`src/shared/pin_select_pkg.sv`:
```
// pin function select package: config field codes, modes, pin groups
// assumes a single 20 MHz clock domain and no register bus
package pin_select_pkg;
   // ****************************************************
   // configuration field layout
   // ****************************************************
   localparam int A4_FIELD_LSB = 0;
   localparam int A5_FIELD_LSB = 4;
   localparam int A6_FIELD_LSB = 8;
   localparam int B1_FIELD_LSB = 4;
   localparam int FIELD_W = 4;
   localparam int REMAP_BIT = 4;
   localparam int TIM_CH1_BIT = 0;
   localparam int TIM_CH3_BIT = 2;
   localparam int PIN_COUNT = 24;
   localparam int PIN_SEL_W = 5;
   localparam int SYNC_STAGES = 3;

   // pin mode codes inside each four-bit field
   localparam logic [3:0] CFG_ANALOG = 4'h0;
   localparam logic [3:0] CFG_OUT = 4'h1;
   localparam logic [3:0] CFG_OUT_OD = 4'h5;
   localparam logic [3:0] CFG_IN = 4'h4;
   localparam logic [3:0] CFG_IN_PULL = 4'h8;
   localparam logic [3:0] CFG_ALT_OUT = 4'h9;
   localparam logic [3:0] CFG_ALT_OD = 4'hD;
   localparam logic [3:0] CFG_RESET = 4'h4;

   // serial controller mode select codes
   typedef enum logic [1:0]
   {
      SER_OFF = 2'b00,
      SER_UART = 2'b01,
      SER_SPI = 2'b10,
      SER_TWI = 2'b11
   } serial_mode_t;

   // ****************************************************
   // carriers
   // ****************************************************
   typedef struct packed
   {
      logic toCore;
      logic drive;
      logic driveEn;
      logic analog;
   } pad_t;

   typedef struct packed
   {
      logic traceDisabledN;
      logic traceEnabled;
      logic fourWire;
      logic packetTraceEn;
   } trace_ctl_t;
endpackage

```
`src/core/pin_function_select.sv`:
```
// pin function multiplexing for port A bits 4..6 and port B bit 1
// assumes peripherals and config registers share mclk; pins are raw pads
//
// Overview of operation
// port A bit4 analog input four
// port A bit4 packet trace frame output
// port A bit4 cpu trace bit two
// port A bit5 analog input five
// port A bit5 packet trace data output
// boot strap sampled on the fifth clock edge after reset release
// port A bit5 cpu trace bit three
// port A bit6 timer one channel three
// timer one channel three input fixed
// port B bit1 spi data out
// port B bit1 twi open-drain data
// port B bit1 uart transmit
// timer two channel one on bit1
// irq c and d from any pin
// unselected pins act as gpio
`timescale 1ns/10ps
module pin_function_select
   import pin_select_pkg::*;
(
   input wire logic mclk, // 20 MHz system clock
   input wire logic rst_b, // async reset, active low
   input wire logic clkEn, // freezes all state when low
   input wire logic [15:0] portAHighConfig, // port A high config word
   input wire logic [15:0] portBLowConfig, // port B low config word
   input wire logic [3:0] timerOneOutputEnables, // timer 1 cc enables
   input wire logic [3:0] timerTwoOutputEnables, // timer 2 cc enables
   input wire logic [7:0] timerTwoRemapOption, // timer 2 remap bits
   input wire serial_mode_t serial1ModeSelect, // serial 1 mode
   input wire logic serial1SpiMaster, // spi config: 1 master
   input wire trace_ctl_t traceCtl, // cpu and packet trace controls
   input wire logic [3:0] gpioOut, // gpio data: b1,a6,a5,a4
   input wire logic packetTraceFrame, // packet trace frame source
   input wire logic packetTraceData, // packet trace data source
   input wire logic cpuTraceBit2, // cpu trace bit 2 source
   input wire logic cpuTraceBit3, // cpu trace bit 3 source
   input wire logic timerOneChanThreeOut, // timer 1 ch3 compare out
   input wire logic timerTwoChanOneOut, // timer 2 ch1 compare out
   input wire logic serial1SpiSlaveOut, // spi slave data out
   input wire logic serial1SpiMasterOut, // spi master data out
   input wire logic serial1TwiDataOut, // twi data, low pulls
   input wire logic serial1UartTx, // uart transmit data
   input wire logic [PIN_COUNT-1:0] allPinsIn, // all digital pin levels
   input wire logic [PIN_SEL_W-1:0] extIrqCPinSelect, // irq c pin
   input wire logic [PIN_SEL_W-1:0] extIrqDPinSelect, // irq d pin
   input wire logic [3:0] padIn, // raw pads: b1,a6,a5,a4
   output logic [3:0] padOut, // pad output level
   output logic [3:0] padOe, // pad output enable, high drives
   output logic [3:0] padAnalog, // analog switch closed
   output logic [3:0] gpioIn, // synchronised gpio input
   output logic analogInputFour, // analog path four enabled
   output logic analogInputFive, // analog path five enabled
   output logic timerOneChanThreeIn, // timer 1 ch3 capture input
   output logic serial1TwiDataIn, // twi data sampled from pin
   output logic externalInterruptC, // routed irq c level
   output logic externalInterruptD, // routed irq d level
   output logic factoryInfoMonitor // boot into factory monitor
);
   // ****************************************************
   // input synchronisers
   // ****************************************************
   logic [3:0] padSync;
   logic [3:0] pinCfg [4];
   logic [3:0] altValid;
   logic [3:0] altData;
   pad_t pads [4];

   generate
      for (genvar i = 0; i < 4; i++)
      begin : g_pin
         in_sync3 u_sync
         (
            .mclk(mclk),
            .rst_b(rst_b),
            .clkEn(clkEn),
            .din(padIn[i]),
            .resetVal(1'b1),
            .dout(padSync[i])
         );
         pad_cell_logic u_pad
         (
            .cfg(pinCfg[i]),
            .altValid(altValid[i]),
            .altData(altData[i]),
            .gpioOut(gpioOut[i]),
            .padIn(padSync[i]),
            .pad(pads[i])
         );
         assign padOut[i] = pads[i].drive;
         assign padOe[i] = pads[i].driveEn;
         assign padAnalog[i] = pads[i].analog;
         assign gpioIn[i] = pads[i].toCore;
      end
   endgenerate

   // ****************************************************
   // field extraction
   // ****************************************************
   assign pinCfg[0] = portAHighConfig[A4_FIELD_LSB +: FIELD_W];
   assign pinCfg[1] = portAHighConfig[A5_FIELD_LSB +: FIELD_W];
   assign pinCfg[2] = portAHighConfig[A6_FIELD_LSB +: FIELD_W];
   assign pinCfg[3] = portBLowConfig[B1_FIELD_LSB +: FIELD_W];

   assign analogInputFour = pads[0].analog;
   assign analogInputFive = pads[1].analog;

   // ****************************************************
   // alternate source selection
   // ****************************************************
   logic cpuTraceOn;
   logic packetOn;
   logic timerTwoOwnsB1;
   logic serialOwnsB1;

   always_comb
   begin
      cpuTraceOn = traceCtl.traceEnabled & traceCtl.fourWire;
      // packet trace needs the cpu trace interface switched off
      packetOn = ~traceCtl.traceEnabled & traceCtl.packetTraceEn;
      timerTwoOwnsB1 = timerTwoRemapOption[REMAP_BIT]
         & timerTwoOutputEnables[TIM_CH1_BIT];
      serialOwnsB1 = ~timerTwoOwnsB1;

      altValid = 4'h0;
      altData = 4'h0;
      if (cpuTraceOn)
      begin
         altValid[0] = 1'b1;
         altData[0] = cpuTraceBit2;
         altValid[1] = 1'b1;
         altData[1] = cpuTraceBit3;
      end
      else if (packetOn)
      begin
         altValid[0] = 1'b1;
         altData[0] = packetTraceFrame;
         altValid[1] = 1'b1;
         altData[1] = packetTraceData;
      end
      if (timerOneOutputEnables[TIM_CH3_BIT])
      begin
         altValid[2] = 1'b1;
         altData[2] = timerOneChanThreeOut;
      end
      if (timerTwoOwnsB1)
      begin
         altValid[3] = 1'b1;
         altData[3] = timerTwoChanOneOut;
      end
      else if (serialOwnsB1)
      begin
         unique case (serial1ModeSelect)
            SER_SPI:
            begin
               altValid[3] = 1'b1;
               altData[3] = serial1SpiMaster ? serial1SpiMasterOut
                  : serial1SpiSlaveOut;
            end
            SER_TWI:
            begin
               altValid[3] = 1'b1;
               altData[3] = serial1TwiDataOut;
            end
            SER_UART:
            begin
               altValid[3] = 1'b1;
               altData[3] = serial1UartTx;
            end
            SER_OFF:
            begin
               altValid[3] = 1'b0;
            end
         endcase
      end
   end

   // capture path is hard wired to this pin, no remap
   assign timerOneChanThreeIn = padSync[2];
   assign serial1TwiDataIn = padSync[3];

   // ****************************************************
   // external interrupt routing
   // ****************************************************
   logic [PIN_COUNT-1:0] allSync;
   logic external_interrupt_c_r;
   logic external_interrupt_c_nxt;
   logic external_interrupt_d_r;
   logic external_interrupt_d_nxt;

   generate
      for (genvar j = 0; j < PIN_COUNT; j++)
      begin : g_irq
         in_sync3 u_isync
         (
            .mclk(mclk),
            .rst_b(rst_b),
            .clkEn(clkEn),
            .din(allPinsIn[j]),
            .resetVal(1'b1),
            .dout(allSync[j])
         );
      end
   endgenerate

   always_comb
   begin
      external_interrupt_c_nxt = external_interrupt_c_r;
      external_interrupt_d_nxt = external_interrupt_d_r;
      if (clkEn)
      begin
         // out of range selects read as idle low
         external_interrupt_c_nxt = (32'(extIrqCPinSelect) < PIN_COUNT)
            ? allSync[extIrqCPinSelect] : 1'b0;
         external_interrupt_d_nxt = (32'(extIrqDPinSelect) < PIN_COUNT)
            ? allSync[extIrqDPinSelect] : 1'b0;
      end
   end

   always_ff @(posedge mclk or negedge rst_b)
   begin
      if (!rst_b)
      begin
         external_interrupt_c_r <= 1'b0;
         external_interrupt_d_r <= 1'b0;
      end
      else
      begin
         external_interrupt_c_r <= external_interrupt_c_nxt;
         external_interrupt_d_r <= external_interrupt_d_nxt;
      end
   end

   assign externalInterruptC = external_interrupt_c_r;
   assign externalInterruptD = external_interrupt_d_r;

   // ****************************************************
   // boot strap capture
   // ****************************************************
   // strap is low-active; the filter shows its reset level for a few
   // edges after release, so the pad is read only once it has come through
   localparam logic [2:0] STRAP_LOOK = 3'(SYNC_STAGES + 1);
   logic [2:0] strapWait_r;
   logic [2:0] strapWait_nxt;
   logic monitor_r;
   logic monitor_nxt;

   always_comb
   begin
      strapWait_nxt = strapWait_r;
      monitor_nxt = monitor_r;
      if (clkEn && strapWait_r <= STRAP_LOOK)
      begin
         strapWait_nxt = strapWait_r + 3'h1;
         if (strapWait_r == STRAP_LOOK)
            monitor_nxt = ~padSync[1];
      end
   end

   always_ff @(posedge mclk or negedge rst_b)
   begin
      if (!rst_b)
      begin
         strapWait_r <= 3'h0;
         monitor_r <= 1'b0;
      end
      else
      begin
         strapWait_r <= strapWait_nxt;
         monitor_r <= monitor_nxt;
      end
   end

   assign factoryInfoMonitor = monitor_r;
endmodule

```
`src/core/pad_cell_logic.sv`:
```
// one pin's output selection: analog, alternate, open-drain or gpio
// assumes all selection inputs come from the same clock domain
`timescale 1ns/10ps
module pad_cell_logic
   import pin_select_pkg::*;
(
   input wire logic [3:0] cfg, // four-bit mode field
   input wire logic altValid, // some alternate source owns the pin
   input wire logic altData, // alternate source data
   input wire logic gpioOut, // general output data bit
   input wire logic padIn, // synchronised pad level
   output pad_t pad // combined pad controls
);
   always_comb
   begin
      pad.analog = (cfg == CFG_ANALOG);
      pad.toCore = pad.analog ? 1'b0 : padIn;
      pad.drive = 1'b0;
      pad.driveEn = 1'b0;
      unique case (cfg)
         CFG_OUT:
         begin
            pad.drive = gpioOut;
            pad.driveEn = 1'b1;
         end
         CFG_OUT_OD:
         begin
            pad.driveEn = ~gpioOut;
         end
         CFG_ALT_OUT:
         begin
            // no owner: fall back to gpio data so the pin is never floating
            pad.drive = altValid ? altData : gpioOut;
            pad.driveEn = 1'b1;
         end
         CFG_ALT_OD:
         begin
            pad.driveEn = altValid ? ~altData : ~gpioOut;
         end
         default:
         begin
            pad.driveEn = 1'b0;
         end
      endcase
   end
endmodule

```
`src/core/in_sync3.sv`:
```
// three-flop synchroniser with agreement filter on stages two and three
// assumes one clock, async active-low reset, clock enable
`timescale 1ns/10ps
module in_sync3
   import pin_select_pkg::*;
(
   input wire logic mclk, // system clock
   input wire logic rst_b, // async reset, active low
   input wire logic clkEn, // freezes state when low
   input wire logic din, // raw pad level
   input wire logic resetVal, // unused, reset always loads high
   output logic dout // filtered level
);
   logic [SYNC_STAGES-1:0] stage_r;
   logic [SYNC_STAGES-1:0] stage_nxt;
   logic dout_r;
   logic dout_nxt;

   always_comb
   begin
      stage_nxt = stage_r;
      dout_nxt = dout_r;
      if (clkEn)
      begin
         stage_nxt = {stage_r[SYNC_STAGES-2:0], din};
         // first stage is never looked at directly
         if (stage_r[1] == stage_r[2])
            dout_nxt = stage_r[2];
      end
   end

   always_ff @(posedge mclk or negedge rst_b)
   begin
      if (!rst_b)
      begin
         stage_r <= '1;
         dout_r <= 1'b1;
      end
      else
      begin
         stage_r <= stage_nxt;
         dout_r <= dout_nxt;
      end
   end

   assign dout = resetVal ? dout_r : dout_r;
endmodule

```
`config.mk`:
```
export PLATFORM = sky130hd
export DESIGN_NAME = pin_function_select
export DESIGN_NICKNAME = d
export VERILOG_FILES = /design/src/shared/pin_select_pkg.sv /design/src/core/pin_function_select.sv /design/src/core/pad_cell_logic.sv /design/src/core/in_sync3.sv
export SDC_FILE = /design/constraint.sdc
export NUM_CORES = 1
export LEC_CHECK = 0
export BUFFER_PORTS_ARGS = -buffer_cell sky130_fd_sc_hd__buf_2
export CELL_PAD_IN_SITES_DETAIL_PLACEMENT = 1
export CELL_PAD_IN_SITES_GLOBAL_PLACEMENT = 2
export CORE_MARGIN = 1
export CORE_UTILIZATION = 38
export DETAILED_ROUTE_END_ITERATION = 16
export PLACE_DENSITY_LB_ADDON = 0.1
export SLEW_MARGIN = 20
export SYNTH_ARGS = -nofsm -noshare
export SYNTH_HDL_FRONTEND = slang
export SYNTH_SLANG_ARGS = --single-unit
export TNS_END_PERCENT = 10
```
`constraint.sdc`:
```
create_clock -name mclk -period 4.2 [get_ports mclk]
set_input_delay 0 -clock mclk [delete_from_list [all_inputs] [get_ports mclk]]
set_output_delay 0 -clock mclk [all_outputs]
set_load 0.005 [all_outputs]
```
# Word-level counts from Yosys, hierarchy flattened
# Index checks and enable logic that the tools add are counted.
dict set report word_totals {
  ff_bits 118
  in_bits 110
}
dict set report classes {
  reduce_logical 40
  n_bitwise 13
  order_cmp 5
  n_mux 37
  addsub 1
  n_eq_ne 48
}
# operator n
set ops {}
lappend ops {{$reduce_and 2->1} 29}
lappend ops {{$eq 4x4->1 const B} 8}
lappend ops {{$eq 1x1->1} 28}
lappend ops {{$mux 1} 21}
lappend ops {{$eq 4x1->1 const B} 4}
lappend ops {{$eq 4x3->1 const B} 4}
lappend ops {{$logic_not 4->1} 4}
lappend ops {{$pmux 1 s3} 5}
lappend ops {{$lt 5x6->1 const B} 2}
lappend ops {{$bmux 1 s5} 2}
lappend ops {{$lt 5x5->1 const B} 2}
lappend ops {{$not 1->1} 10}
lappend ops {{$pmux 1 s2} 5}
lappend ops {{$mux 2} 4}
lappend ops {{$reduce_or 2->1} 4}
lappend ops {{$eq 2x2->1 const B} 2}
lappend ops {{$add 3x1->3 const B} 1}
lappend ops {{$and 1x1->1} 3}
lappend ops {{$eq 3x3->1 const B} 1}
lappend ops {{$le 3x3->1 const B} 1}
lappend ops {{$reduce_or 3->1} 1}
lappend ops {{$eq 2x1->1 const B} 1}
lappend ops {{$logic_not 2->1} 1}
lappend ops {{$logic_and 1x1->1} 1}

# Logic depth before layout (Yosys ltp)
dict set report depth {
  depth_word 7
  ltp_mapped 6
  ltp_nobuf 5
}

# Cells and area by module
# From an unflattened synthesis, not the netlist that was laid out.
dict set report hier_totals {
  hier_cells 386
  hier_area_um2 5647.9
}
# mod area_each_um2 cells_per_inst instances
set by_module_without_submodules {}
lappend by_module_without_submodules {in_sync3 161.4 10 28}
lappend by_module_without_submodules {pin_function_select 808.3 70 1}
lappend by_module_without_submodules {pad_cell_logic 80.1 9 4}

# Worst setup path after synthesis
# Ideal clock, no wire load.
dict set report synth_timing {
  kind {reg-to-reg}
  start {register g_irq[19].u_isync.dout_r}
  end {register external_interrupt_c_r, in the netlist externalInterruptC}
  arrival_ps 1223
  path_slack_ps 2854
  required_time_ps 4077
  path_stages_with_launch 5
  cell_sequence {dfstp_2 > mux4_1 > mux2i_1 > a21oi_1 > o221a_1}
}
dict set report synth_between {
  elab_chain_len 3
}
# element line
set synth_rtl {}
lappend synth_rtl {{from (decl)} in_sync3.sv:16} ;# logic dout_r;
lappend synth_rtl {{from (signal assigned)} in_sync3.sv:42} ;# dout_r <= dout_nxt;
lappend synth_rtl {{$bmux 1 s5} pin_function_select.sv:216} ;# ? allSync[extIrqCPinSelect] : 1'b0;
lappend synth_rtl {{$mux 1 (not written as such)} pin_function_select.sv:216}
lappend synth_rtl {{$mux 1} pin_function_select.sv:216}
lappend synth_rtl {{to (signal assigned)} pin_function_select.sv:231} ;# external_interrupt_c_r <= external_interrupt_c_nxt;
lappend synth_rtl {{to (decl)} pin_function_select.sv:188} ;# logic external_interrupt_c_r;
# No other way between the ends. The select of a mux whose other input is x is not followed.
# A chain may end at the register's enable or synchronous reset.

# Worst setup path after layout
dict set report layout_timing {
  start {register g_irq[19].u_isync.dout_r}
  end {register external_interrupt_d_r, in the netlist externalInterruptD}
}
dict set report layout_between {
  elab_chain_len 3
}
# element line
set layout_rtl {}
lappend layout_rtl {{$bmux 1 s5} pin_function_select.sv:218} ;# ? allSync[extIrqDPinSelect] : 1'b0;
lappend layout_rtl {{$mux 1 (not written as such)} pin_function_select.sv:218}
lappend layout_rtl {{$mux 1} pin_function_select.sv:218}
lappend layout_rtl {{to (signal assigned)} pin_function_select.sv:232} ;# external_interrupt_d_r <= external_interrupt_d_nxt;
lappend layout_rtl {{to (decl)} pin_function_select.sv:190} ;# logic external_interrupt_d_r;
# No other way between the ends. The select of a mux whose other input is x is not followed.

==> reports/qor.csv <==
metric,value,unit
status,finished clean,
LEAKAGE,3.01,nW
period utilization,63.1,%
sequential area share after synthesis,55.9,%
DR iter-0 viols,96,
post-route non-filler standard cell count,749,
post-synth top area share,53.2,%
max-slew violations,0,
IO Pins,133,
clk sink count,118,
Initial Utilization,39.4,%
critical path data arrival time,2.94,ns
reg2reg setup slack,1.55,ns
post-cts resize count,0,
"Cell Area, Synth",5540,sq um
global-route wire length before repair,18.8,mm
nets,668,
maximum VDD drop,306,uV
via count,3748,
Final setup viols,0,
final hold vios,0,
Yosys warnings,0,
post-synthesis cell count,418,
Post-DP HPWL,7.57,mm
Post-CTS Setup Repair Bufs,0,
FF/Latch Area,3090,sq um
final setup TNS,0,ns
worst skew pair latency,0.41,ns
drt pass-1 iters,4,
largest net degree at the start of global routing,88,
fraction of registers with async set/reset,100,%
worst path cell trace,mux4_1 > mux2i_1 > a21oi_1 > dlygate4sd3_1 > o221a_1 > dlygate4sd3_1,
CP Class,reg2reg,
Die Area,15100,sq um
number of global-route vias before repair,3944,
pre-CTS WS,2.43,ns
fin crit period,2.65,ns
P&R area growth vs syn,28.5,%
CTS tree,done,
Final Wtd Congestion,0.724,
worst min path class,in2async,
most used cell along the critical path,dlygate4sd3_1,
ANT nets after route,0,
top cell family by delay on the critical path,buffers and inverters,
area occupied by multi-input gates,2280,sq um
Pwr Density,532,nW/um^2
Max Freq,377,MHz
DRC,0,
Num CTS Buffers,17,
post-synth cell types,33,
Core Area,14000,sq um
H-tree levels,4,
slowest CP cell,dlygate4sd3_1,
worst setup margin,1.55,ns
diode count,0,
DR vias/cell,5.00,
Syn Nets,530,
RSZ-0062 raised after global routing,no,
syn avg cell area,13.2,sq um
WL/cell,15.1,um
worst slew pin tran,0.960,ns
startpoint types,flip-flop,
final core occ,50.6,%
placed cells,682,
worst-path fanout max,4,
Die H,123,um
clk buf depth,2,
worst rel slew slack,36.0,%
data required time of the worst path,4.49,ns
layout cells sized above 1,59.6,%
clock skew,0.00352,ns
"Hold-fix buffers, CTS",35,
initial antenna violation count,0,
Std-Cell Rows,43,
Die X-Extent,123,um
All-Layer GR Usage,16.3,%
Max Cap Viol,0,
CTS root buf,clkbuf_16,
Worst Setup End Kind,flip-flop,
largest area contributor in the netlist,dfstp_2,
crit-path max cell delay,0.55,ns
Most used DFF post-synth,dfstp_2,
CP bufs+invs,2,
number of synthesized register bits,118,
clock-pin slew on the worst setup and hold paths,0.05,ns
Post-Route WL,11.3,mm
Final Power,3.78,mW
Filler cells,1486,
synth top area cells,"dfstp_2 53%, mux2_2 17%, a21oi_1 5.7%",
GRT overflow,0,
# port buffers,102,
number of synthesized flops with an enable pin,0,
## cells by family after synthesis
family,after synthesis,share of synthesized area (%)
DFF,118,55.9
and+or+nand+nor,89,8.21
AOI/OAI and AO/OA,75,7.37
muxes,108,25.0
adders and majority gates,2,0.452
buffers and inverters,25,2.96
xor gates and xnor gates,1,0.158
## synthesized netlist by cell type (2+ instances only)
cell type	instances
mux4_2	5
o21ai_0	5
dfstp_2	112
clkbuf_1	4
inv_1	4
buf_4	2
nor4_1	5
nor3_1	2
nand3_1	5
ha_1	2
dfrtp_1	6
mux4_1	8
nand2b_1	32
o221a_1	2
mux2i_1	8
a21oi_1	63
mux2_2	86
nand2_1	6
buf_6	3
nor2_1	32
clkbuf_8	3
nor2b_1	5
buf_2	8
## layout make-up
class                   count  share of cell area (%)
flip-flops and latches    118                    43.5
multi-input cells         275                    32.0
repair buffers            140                    12.5
clock buffers              24                    6.91
well taps                 180                    3.17
clock inverters             8                    1.69
inverters                   4                   0.211
## path summary, 6_finish.rpt
| path | start | end | depth (start not counted) |
|---|---|---|---|
| min in group mclk | portAHighConfig[9] | padAnalog[2] | 3 |
| max in group asynchronous | rst_b | externalInterruptC$_DFFE_PN0P_ | 3 |
| hold / removal | rst_b | externalInterruptD$_DFFE_PN0P_ | 2 |
| setup / recovery | g_irq[19].u_isync.dout$_DFFE_PN1P_ | externalInterruptD$_DFFE_PN0P_ | 6 |
| setup reg to reg | g_irq[19].u_isync.dout$_DFFE_PN1P_ | externalInterruptD$_DFFE_PN0P_ | 6 |
| hold reg to reg | factoryInfoMonitor$_DFFE_PN0P_ | factoryInfoMonitor$_DFFE_PN0P_ | 2 |
## cell usage in the layout (no fill, tap or decap), types with 5 or more instances in the layout
cell type,netlist,routed
a21oi_1,63,63
buf_2,8,100
buf_4,2,5
clkbuf_16,0,17
dfrtp_1,6,6
dfstp_2,112,112
dlygate4sd3_1,0,35
mux2_2,86,86
mux2i_1,8,8
mux4_1,8,8
mux4_2,5,5
nand2_1,6,6
nand2b_1,32,32
nand3_1,5,5
nor2_1,32,32
nor2b_1,5,5
nor4_1,5,5
o21ai_0,5,5
## registers in the layout, summed over array words and instances (netlist names)
register               flops
externalInterruptC         1
externalInterruptD         1
factoryInfoMonitor         1
g_irq.u_isync.dout        24
g_irq.u_isync.stage_r     72
g_pin.u_sync.dout          4
g_pin.u_sync.stage_r      12
strapWait_r                3
## power breakdown
group | total, mW | leakage, nW | internal, mW | switching [mW]
combinational | 0.610 | 1.47 | 0.358 | 0.252
sequential | 1.69 | 1.24 | 1.51 | 0.180
clock | 1.48 | 0.296 | 0.992 | 0.492
## per-stage QoR
step / hold slack (ns) / area [sq um]
floorplan: -0.296 / 5540
global placement: 0.129 / 6150
detailed placement: 0.147 / 6150
CTS: 0.253 / 7110
global route: 0.279 / 7110
finish: 0.202 / 7110
## metal layers
layer	vias up	share of wire [%]	routed length [um]	track usage, %
met1	1911	45	5090	20.3
met3	11	2.5	279	4.46
met2	42	51	5800	26.8
met5	-	0	0	0
met4	0	1.3	147	6.63
li1	1784	-	-	-
No activity file was read; power rests on OpenSTA's default activity.
